$ cat config.mk
export PLATFORM = sky130hd
export DESIGN_NAME = fcdma_controller
export DESIGN_NICKNAME = d
export VERILOG_FILES = /design/src/fcdma_controller.v
export VERILOG_INCLUDE_DIRS = /design/src
export SDC_FILE = /design/constraint.sdc
export NUM_CORES = 1
export LEC_CHECK = 0
export ABC_AREA = 1
export BUFFER_PORTS_ARGS = -buffer_cell sky130_fd_sc_hd__buf_2
export CAP_MARGIN = 20
export CORE_ASPECT_RATIO = 1.5
export CORE_MARGIN = 2
export CORE_UTILIZATION = 40
export CTS_CLUSTER_SIZE = 28
export DETAILED_ROUTE_END_ITERATION = 12
export SYNTH_ARGS = -nofsm -noshare
export SYNTH_HDL_FRONTEND = slang
export SYNTH_SLANG_ARGS = --single-unit
$ cat constraint.sdc
create_clock -name clock -period 6 [get_ports clock]
set_clock_uncertainty 0.2 [all_clocks]
set_input_delay 1.2 -clock clock [delete_from_list [all_inputs] [get_ports clock]]
set_output_delay 1.2 -clock clock [all_outputs]
set_load 0.02 [all_outputs]
$ cat src/fcdma_map.vh
// Register map, field positions, reset values and codes of the four-channel transfer unit.
// Assumes inclusion by fcdma_controller.v only; holds definitions and nothing else.
`ifndef FCDMA_MAP_VH
`define FCDMA_MAP_VH

// ==========================================================
// Register offsets within one sub-channel window, and the global register address
`define FCDMA_FIELD_MAR 2'h0
`define FCDMA_FIELD_IOAR 2'h1
`define FCDMA_FIELD_COUNT 2'h2
`define FCDMA_FIELD_CTRL 2'h3
`define FCDMA_GLOBAL_ADDR 7'h40

// ==========================================================
// Control register fields, control reset value and the global stop bit
`define FCDMA_CTRL_ENABLE 7
`define FCDMA_CTRL_WORD 6
`define FCDMA_CTRL_DOWN 5
`define FCDMA_CTRL_HOLD 4
`define FCDMA_CTRL_FIX_DST 3
`define FCDMA_CTRL_RESET 8'h00
`define FCDMA_GLOBAL_STOP 0

// ==========================================================
// Short address modes, held in control bits 4:3
`define FCDMA_MODE_IO 2'h0
`define FCDMA_MODE_IDLE 2'h1
`define FCDMA_MODE_REPEAT 2'h2

// ==========================================================
// Activation select, control bits 2:0, short address mode
`define FCDMA_SRC_TMR2 3'h2
`define FCDMA_SRC_TX 3'h3
`define FCDMA_SRC_RX 3'h4
`define FCDMA_SRC_ADC 3'h5
`define FCDMA_SRC_EXT 3'h6

// Activation select of sub-channel B in full address mode
`define FCDMA_FULL_AUTO_BURST 3'h0
`define FCDMA_FULL_AUTO_STEAL 3'h1
`define FCDMA_FULL_EXT_NORMAL 3'h2
`define FCDMA_FULL_EXT_BLOCK 3'h3
`define FCDMA_FULL_TMR2_BLOCK 3'h6

// ==========================================================
// Fixed values
`define FCDMA_IO_PAGE 16'hffff
`define FCDMA_COUNT_ONE 16'h0001
`define FCDMA_BYTE_ONE 8'h01

`endif

$ cat src/fcdma_controller.v
// Four-channel direct transfer unit with Avalon-MM register slave and a simple memory master.
// Assumes one clock, an arbiter that holds bus_grant while bus_request stays high, and peripheral
// event inputs that are one-cycle pulses from the same clock.
//
// Summary of operation
// - Short mode pairs 8-bit with 24-bit address.
// - Short mode gives four independent sub-channels.
// - Full mode: two channels, 24-bit both sides.
// - Short sub-channel runs I/O, idle or repeat.
// - Full channel runs normal or block mode.
// - 24-bit addresses; byte or word unit.
// - I/O mode steps memory address by 1/2.
// - Idle mode keeps memory address fixed.
// - I/O and idle count 1 to 65536.
// - Repeat restores address and count, never stops.
// - Auto-request latches and runs all transfers.
// - Auto-request chooses burst or cycle steal.
// - External normal mode moves one per request.
// - Block mode moves one block per request.
// - Block mode revisits a fixed source or destination.
// - Block mode triggers: timers, external, converter.
// - Timer/transmit triggers read memory, write peripheral.
// - Receive/converter triggers read peripheral, write memory.
// - One transfer-end output per channel pair.
// - Sub-channel A ignores external request.
// - Whole unit can be stopped by software.
// - Both mode-select bits set gives full mode.
// - Repeat: upper byte counts, reloads from lower.
// - I/O and idle: 16-bit count, stop at zero.
`timescale 1ns/1ps
`include "fcdma_map.vh"

module fcdma_controller (
  input wire clock,
  input wire reset,
  input wire [6:0] avs_address,
  input wire avs_read,
  input wire avs_write,
  input wire [31:0] avs_writedata,
  input wire [3:0] avs_byteenable,
  output reg [31:0] avs_readdata,
  output wire avs_waitrequest,
  input wire [2:0] timer_match_a,
  input wire serial_tx_empty,
  input wire serial_rx_full,
  input wire adc_conversion_end,
  input wire [1:0] ext_xfer_request_n,
  output reg [1:0] xfer_end_n,
  output reg bus_request,
  input wire bus_grant,
  output reg [23:0] mem_address,
  output reg mem_read,
  output reg mem_write,
  output reg mem_word,
  output reg [15:0] mem_write_data,
  input wire [15:0] mem_read_data,
  input wire mem_done
);

  localparam [2:0] S_IDLE = 3'h0;
  localparam [2:0] S_REQ = 3'h1;
  localparam [2:0] S_READ = 3'h2;
  localparam [2:0] S_WRITE = 3'h3;
  localparam [2:0] S_NEXT = 3'h4;

  reg [23:0] mar [0:3];
  reg [23:0] mar_init [0:3];
  reg [7:0] ioar [0:3];
  reg [15:0] count [0:3];
  reg [7:0] ctrl [0:3];
  reg stop;
  reg [3:0] pending;
  reg [2:0] state;
  reg [1:0] cur;
  reg cont;
  reg ack;
  reg [1:0] ext_s1;
  reg [1:0] ext_s2;
  reg [1:0] ext_s3;
  reg [1:0] ext_level;
  reg [1:0] ext_prev;
  integer k;
  integer j;
  integer m;

  // ==========================================================
  // Helper functions

  function [31:0] merge;
    input [31:0] old;
    input [31:0] wd;
    input [3:0] be;
    begin
      merge = (old & ~{{8{be[3]}}, {8{be[2]}}, {8{be[1]}}, {8{be[0]}}}) |
              (wd & {{8{be[3]}}, {8{be[2]}}, {8{be[1]}}, {8{be[0]}}});
    end
  endfunction

  function [23:0] step_addr;
    input [23:0] a;
    input down;
    input word;
    begin
      step_addr = down ? a - {22'h0, word, ~word} : a + {22'h0, word, ~word};
    end
  endfunction

  // ==========================================================
  // External request synchroniser and edge detect

  wire [1:0] ext_agree = ~(ext_s2 ^ ext_s3);
  wire [1:0] ext_event = ext_level & ~ext_prev;

  always @(posedge clock) begin
    if (reset) begin
      ext_s1 <= 2'h3;
      ext_s2 <= 2'h3;
      ext_s3 <= 2'h3;
      ext_level <= 2'h0;
      ext_prev <= 2'h0;
    end else begin
      ext_s1 <= ext_xfer_request_n;
      ext_s2 <= ext_s1;
      ext_s3 <= ext_s2;
      ext_level <= (ext_agree & ~ext_s2) | (~ext_agree & ext_level);
      ext_prev <= ext_level;
    end
  end

  // ==========================================================
  // Pair mode and activation decode

  wire [1:0] pair_full;
  assign pair_full[0] = ctrl[0][2] & ctrl[0][1];
  assign pair_full[1] = ctrl[2][2] & ctrl[2][1];

  reg [3:0] set_pend;
  reg [2:0] sel;
  reg hit;
  always @* begin
    set_pend = 4'h0;
    sel = 3'h0;
    hit = 1'b0;
    for (k = 0; k < 4; k = k + 1) begin
      hit = 1'b0;
      if (pair_full[k / 2]) begin
        sel = ctrl[k | 1][2:0];
        if (k % 2 == 0) begin
          if (sel == `FCDMA_FULL_AUTO_BURST || sel == `FCDMA_FULL_AUTO_STEAL)
            hit = 1'b1;
          else if (sel == `FCDMA_FULL_EXT_NORMAL || sel == `FCDMA_FULL_EXT_BLOCK)
            hit = ext_event[k / 2];
          else if (sel <= `FCDMA_FULL_TMR2_BLOCK)
            hit = timer_match_a[sel[1:0]];
          else
            hit = adc_conversion_end;
        end
      end else begin
        sel = ctrl[k][2:0];
        case (sel)
          3'h0, 3'h1, `FCDMA_SRC_TMR2: hit = timer_match_a[sel[1:0]];
          `FCDMA_SRC_TX: hit = serial_tx_empty;
          `FCDMA_SRC_RX: hit = serial_rx_full;
          `FCDMA_SRC_ADC: hit = adc_conversion_end;
          `FCDMA_SRC_EXT: hit = (k % 2 == 1) & ext_event[k / 2];
          default: hit = 1'b0;
        endcase
      end
      set_pend[k] = hit & ctrl[k][`FCDMA_CTRL_ENABLE] & ~stop;
    end
  end

  // ==========================================================
  // Channel selection, lowest index first

  reg [3:0] elig;
  reg [1:0] pick;
  always @* begin
    pick = 2'h0;
    for (j = 0; j < 4; j = j + 1)
      elig[j] = pending[j] & ctrl[j][`FCDMA_CTRL_ENABLE] & ~(pair_full[j / 2] & (j % 2 == 1));
    for (j = 3; j >= 0; j = j - 1)
      if (elig[j])
        pick = j[1:0];
  end

  // Requests of a disabled sub-channel are dropped so they cannot fire on a later enable.
  wire [3:0] en_mask = {ctrl[3][7], ctrl[2][7], ctrl[1][7], ctrl[0][7]};

  wire start = (state == S_IDLE) & ~stop & (|elig);

  // ==========================================================
  // Address and count view of the channel in service

  wire [1:0] ia = {cur[1], 1'b0};
  wire [1:0] ib = {cur[1], 1'b1};
  wire cur_full = pair_full[cur[1]];
  wire word = ctrl[cur][`FCDMA_CTRL_WORD];
  wire [2:0] ssel = ctrl[cur][2:0];
  wire [2:0] fsel = ctrl[ib][2:0];
  wire [1:0] mode = ctrl[cur][4:3];
  wire [15:0] cnt = count[cur];
  wire [15:0] cntb = count[ib];
  wire io_src = (ssel == `FCDMA_SRC_RX) | (ssel == `FCDMA_SRC_ADC);
  wire [23:0] io_a = {`FCDMA_IO_PAGE, ioar[cur]};
  wire [23:0] src_addr = cur_full ? mar[ia] : (io_src ? io_a : mar[cur]);
  wire [23:0] dst_addr = cur_full ? mar[ib] : (io_src ? mar[cur] : io_a);
  wire block = cur_full & (fsel >= `FCDMA_FULL_EXT_BLOCK);
  wire auto_burst = cur_full & (fsel == `FCDMA_FULL_AUTO_BURST);
  wire blk_end = cntb[15:8] == `FCDMA_BYTE_ONE;
  wire last = cur_full ? ((cnt == `FCDMA_COUNT_ONE) & (~block | blk_end)) :
              (mode == `FCDMA_MODE_REPEAT) ? (cnt[15:8] == `FCDMA_BYTE_ONE) : (cnt == `FCDMA_COUNT_ONE);

  // ==========================================================
  // Avalon slave handshake, one wait state per access

  wire access = avs_read | avs_write;
  assign avs_waitrequest = access & ~ack;
  wire wr_en = avs_write & ack & ~avs_address[6];
  wire [1:0] ws = avs_address[5:4];
  wire [1:0] wf = avs_address[3:2];
  wire [31:0] mar_merged = merge({8'h0, mar[ws]}, avs_writedata, avs_byteenable);
  wire [31:0] count_merged = merge({16'h0, count[ws]}, avs_writedata, avs_byteenable);

  reg [31:0] rd_mux;
  always @* begin
    rd_mux = 32'h0;
    if (~avs_address[6]) begin
      case (wf)
        `FCDMA_FIELD_MAR: rd_mux = {8'hff, mar[ws]};
        `FCDMA_FIELD_IOAR: rd_mux = {24'h0, ioar[ws]};
        `FCDMA_FIELD_COUNT: rd_mux = {16'h0, count[ws]};
        default: rd_mux = {24'h0, ctrl[ws]};
      endcase
    end else if (avs_address == `FCDMA_GLOBAL_ADDR) begin
      rd_mux = {20'h0, pair_full, 1'b0, (state != S_IDLE), pending, 3'h0, stop};
    end
  end

  // ==========================================================
  // Transfer engine and register file

  always @(posedge clock) begin
    if (reset) begin
      for (m = 0; m < 4; m = m + 1) begin
        mar[m] <= 24'h0;
        mar_init[m] <= 24'h0;
        ioar[m] <= 8'h0;
        count[m] <= 16'h0;
        ctrl[m] <= `FCDMA_CTRL_RESET;
      end
      stop <= 1'b0;
      pending <= 4'h0;
      state <= S_IDLE;
      cur <= 2'h0;
      cont <= 1'b0;
      ack <= 1'b0;
      avs_readdata <= 32'h0;
      xfer_end_n <= 2'h3;
      bus_request <= 1'b0;
      mem_address <= 24'h0;
      mem_read <= 1'b0;
      mem_write <= 1'b0;
      mem_word <= 1'b0;
      mem_write_data <= 16'h0;
    end else begin
      ack <= access & ~ack;
      if (avs_read & ~ack)
        avs_readdata <= rd_mux;
      pending <= ((pending & ~((start ? 4'h1 : 4'h0) << pick)) | set_pend) & en_mask;
      case (state)
        S_IDLE: begin
          if (start) begin
            cur <= pick;
            bus_request <= 1'b1;
            state <= S_REQ;
          end
        end
        S_REQ: begin
          if (bus_grant) begin
            mem_word <= word;
            mem_address <= src_addr;
            mem_read <= 1'b1;
            xfer_end_n[cur[1]] <= ~last;
            state <= S_READ;
          end
        end
        S_READ: begin
          if (mem_done) begin
            // write half follows on held bus
            mem_read <= 1'b0;
            mem_write <= 1'b1;
            mem_address <= dst_addr;
            mem_write_data <= mem_read_data;
            state <= S_WRITE;
          end
        end
        S_WRITE: begin
          if (mem_done) begin
            mem_write <= 1'b0;
            xfer_end_n <= 2'h3;
            cont <= cur_full & ((block & ~blk_end) | (auto_burst & ~last));
            state <= S_NEXT;
            if (cur_full) begin
              if (~ctrl[ia][`FCDMA_CTRL_HOLD])
                mar[ia] <= step_addr(mar[ia], ctrl[ia][`FCDMA_CTRL_DOWN], word);
              if (~ctrl[ib][`FCDMA_CTRL_HOLD])
                mar[ib] <= step_addr(mar[ib], ctrl[ib][`FCDMA_CTRL_DOWN], word);
              if (block) begin
                if (blk_end) begin
                  count[ib][15:8] <= cntb[7:0];
                  count[ia] <= cnt - `FCDMA_COUNT_ONE;
                  if (ctrl[ia][`FCDMA_CTRL_FIX_DST])
                    mar[ib] <= mar_init[ib];
                  else
                    mar[ia] <= mar_init[ia];
                end else begin
                  count[ib][15:8] <= cntb[15:8] - `FCDMA_BYTE_ONE;
                end
              end else begin
                count[ia] <= cnt - `FCDMA_COUNT_ONE;
              end
              if (last)
                ctrl[ia][`FCDMA_CTRL_ENABLE] <= 1'b0;
            end else begin
              case (mode)
                `FCDMA_MODE_REPEAT: begin
                  if (last) begin
                    count[cur][15:8] <= cnt[7:0];
                    mar[cur] <= mar_init[cur];
                  end else begin
                    count[cur][15:8] <= cnt[15:8] - `FCDMA_BYTE_ONE;
                    mar[cur] <= step_addr(mar[cur], ctrl[cur][`FCDMA_CTRL_DOWN], word);
                  end
                end
                `FCDMA_MODE_IDLE: begin
                  count[cur] <= cnt - `FCDMA_COUNT_ONE;
                  if (last)
                    ctrl[cur][`FCDMA_CTRL_ENABLE] <= 1'b0;
                end
                default: begin
                  mar[cur] <= step_addr(mar[cur], ctrl[cur][`FCDMA_CTRL_DOWN], word);
                  count[cur] <= cnt - `FCDMA_COUNT_ONE;
                  if (last)
                    ctrl[cur][`FCDMA_CTRL_ENABLE] <= 1'b0;
                end
              endcase
            end
          end
        end
        S_NEXT: begin
          if (cont & ~stop) begin
            mem_word <= word;
            mem_address <= src_addr;
            mem_read <= 1'b1;
            xfer_end_n[cur[1]] <= ~last;
            state <= S_READ;
          end else begin
            bus_request <= 1'b0;
            state <= S_IDLE;
          end
        end
        default: begin
          bus_request <= 1'b0;
          state <= S_IDLE;
        end
      endcase
      if (wr_en) begin
        case (wf)
          `FCDMA_FIELD_MAR: begin
            mar[ws] <= mar_merged[23:0];
            mar_init[ws] <= mar_merged[23:0];
          end
          `FCDMA_FIELD_IOAR: ioar[ws] <= avs_byteenable[0] ? avs_writedata[7:0] : ioar[ws];
          `FCDMA_FIELD_COUNT: count[ws] <= count_merged[15:0];
          default: ctrl[ws] <= avs_byteenable[0] ? avs_writedata[7:0] : ctrl[ws];
        endcase
      end
      if (avs_write & ack & (avs_address == `FCDMA_GLOBAL_ADDR) & avs_byteenable[0])
        stop <= avs_writedata[`FCDMA_GLOBAL_STOP];
    end
  end

endmodule

==> out/metrics.yaml <==
cts:
  clock_path_buffers: 3
  cts.sinks: 415
  numCtsBuffers: 46
  clock_tree.root_cell: "clkbuf_16"
  cts_tree: "built"
  post_cts_buffers: 0
  cts.clk_slew.worst_paths_ns: 0.06
  holdBufCountCts: 0
  h-tree-depth: 2
  clock_latency_ns: 0.64
  cts_resized: 0
grt:
  grt.overflow.total: 0
  top_usage_layer: "met2"
  grt_antenna_before_repair: 4
  grt_use_met1: 0.379
  met2_usage: 0.567
  grtUsageMet3: 0.0496
  grt_usage: 0.343
  grt_max_degree: 94
  grt_first_pass_wirelength_mm: 195
  first_global_vias: 29550
detailed_routing:
  wl_per_cell_microns: 25.3
  drc: 0
  drt_iter0_drc: 3461
  num_vias: 31186
  routed_wl_mm: 136
  ant_nets: 0
  drtPass1Iterations: 6
  post_drt_via_cell_ratio: 5.80
placed_design:
  dp_cells: 5292
  port_buffers: 142
  hpwlAfterDp_mm: 97.1
  place_congestion: 1.04
  place_area_sq_um: 32000
  pre_cts_ws_ns: 1.17
yosys:
  ys_seq_elements: 415
  synthCells: 4234
  synth-simple-area-share: 0.298
  synth_top_family_by_area: "simple AND/OR/NAND/NOR gates"
  synth_commonest_cells: "1289 x nand2_1, 447 x inv_1, 352 x nor2_1"
  synth_most_common_cell: "nand2_1"
  synth_edf_count: 320
  yosys_warnings: 0
  synth_fp_nets: 4388
  synthMuxAreaShare: 0.00866
  synthArstFlopShare: 0
  synth-xor-area-share: 0.0160
  synthAdderAreaFrac: 0.0345
  synth_ff_type: "edfxtp_1"
  avgSynthCellArea_sq_um: 7.10
  synth-compound-area-share: 0.168
  synth_area_sq_um: 30100
  seq_area_frac_synth: 0.383
  synth_top_area_cell: "edfxtp_1"
  yosysUniqueCellTypes: 67
  synth_top_area_frac: 0.320
  yosys-top-cells-area: "edfxtp_1 32%, nand2_1 16%, dfxtp_1 6.3%"
worst_setup_path:
  reg2reg_slack_ns: 1.00
  path_class: "reg2reg"
  worst_setup_path_start_kind: "flop"
  rr_worst_depth: 16
  setup.worst_path.end: "mar[1][18]"
  end_kind: "flop"
  regToRegEndpoint: "mar[1][18]"
  path_max_fanout: 17
  critPathArrivalTime_ns: 5.18
  cp.required_ns: 6.19
floorplanning:
  die_y_microns: 340
  die-area_sq_um: 77400
  start_util: 0.403
  num_rows: 123
  core_sq_um: 74600
  pin_count: 152
  die_w_microns: 228
sta:
  setup_tns_ns: 0
  hold_ws_ns: 0.225
  finalHoldViolCount: 0
  finalCritPeriodShare: 0.833
  min_period_ns: 5.00
  timing.final.ws_setup_ns: 1.00
  worstMarginPinSlew_ns: 1.30
  setup_viol: 0
  relSlewSlack: 0.123
  drv_slew: 0
  fmax_mhz: 200
  rsz0062_at_grt: "no"
finish:
  fin_cells: 5380
  fin_area_sq_um: 33500
  final_util: 0.449
  drive_gt1_frac: 0.106
  syn_to_final_growth_pct: 11.6
  nets: 4494
power:
  p_leak_nw: 14.9
  power_mw: 9.77
  ir_worst_vdd_uv: 229
  power.density_nw_per_um2: 291
outcome:
  status: "finished, final reports clean"
worst_hold_path:
  hp-class: "reg2reg"
job:
  drv_cap: 0
==> state kept, by name, summed over array words and instances, names as in the netlist, 3 cells and up, named ones only <==
signal / flops
ioar: 32
avs_readdata: 25
mem_address: 24
mar_init: 96
count: 64
mar: 96
mem_write_data: 16
state: 3
pending: 4
ctrl: 32
==> how the worst min path moves through the flow <==
stage / from / end / slack (ns) / cells after the start
floorplan: ext_s1[0] / ext_s2[0] / 0.19 / 1
global route: ext_s1[1] / ext_s2[1] / 0.24 / 1
CTS: ext_s1[1] / ext_s2[1] / 0.23 / 1
detailed placement: ext_s1[1] / ext_s2[1] / 0.22 / 1
finish: ext_s1[1] / ext_s2[1] / 0.23 / 1
global placement: ext_s1[1] / ext_s2[1] / 0.21 / 1
==> worst max-delay path, cell delays in order, from the launching register on <==
cell	delay, ns
dfxtp_4	0.52
clkinv_2	0.30
a32oi_1	0.64
inv_1	0.31
ha_1	0.31
fa_1	0.46
nand3b_1	0.18
nand2_1	0.24
a21oi_1	0.18
o21bai_1	0.45
a21oi_1	0.12
nand2_1	0.08
nand3_1	0.36
nand3_1	0.21
nand2_1	0.07
nand2_1	0.05
nand2_1	0.05
==> cell families after synthesis <==
family | Yosys count
compound gates | 859
flops | 415
fa+ha+maj | 81
xor+xnor | 55
mux | 26
simple gates | 2120
buf+inv | 678
==> layout by cell type (no fill, tap or decap), types with 99 or more instances in the layout <==
master / netlist / routed
buf_4: 18 / 106
inv_1: 447 / 443
nand4_1: 99 / 99
nor2_1: 352 / 350
nand2_1: 1289 / 1287
a21oi_1: 272 / 272
buf_2: 42 / 142
nand3_1: 256 / 256
o21ai_0: 307 / 301
edfxtp_1: 320 / 320
==> report_power, final <==
group / switching (mW) / internal, mW
Sequential: 0.106 / 3.28
Combinational: 2.42 / 0.938
Clock: 1.33 / 1.69
==> final cells by class <==
cell class,instances,area (sq um)
Fill cell,7855,41100
Inverter,485,1830
Sequential cell,415,11500
Multi-Input combinational cell,3141,15800
Timing Repair Buffer,251,1570
Clock buffer,62,1280
Tap cell,1000,1250
Clock inverter,24,277
Antenna cell,2,5.00
==> routing by layer <==
metal	part of all wire	vias up
met5	0	-
met4	0.11	0
met3	0.079	496
met2	0.46	1686
met1	0.35	14525
li1	-	14479
Power figures use the tool's default switching activity.
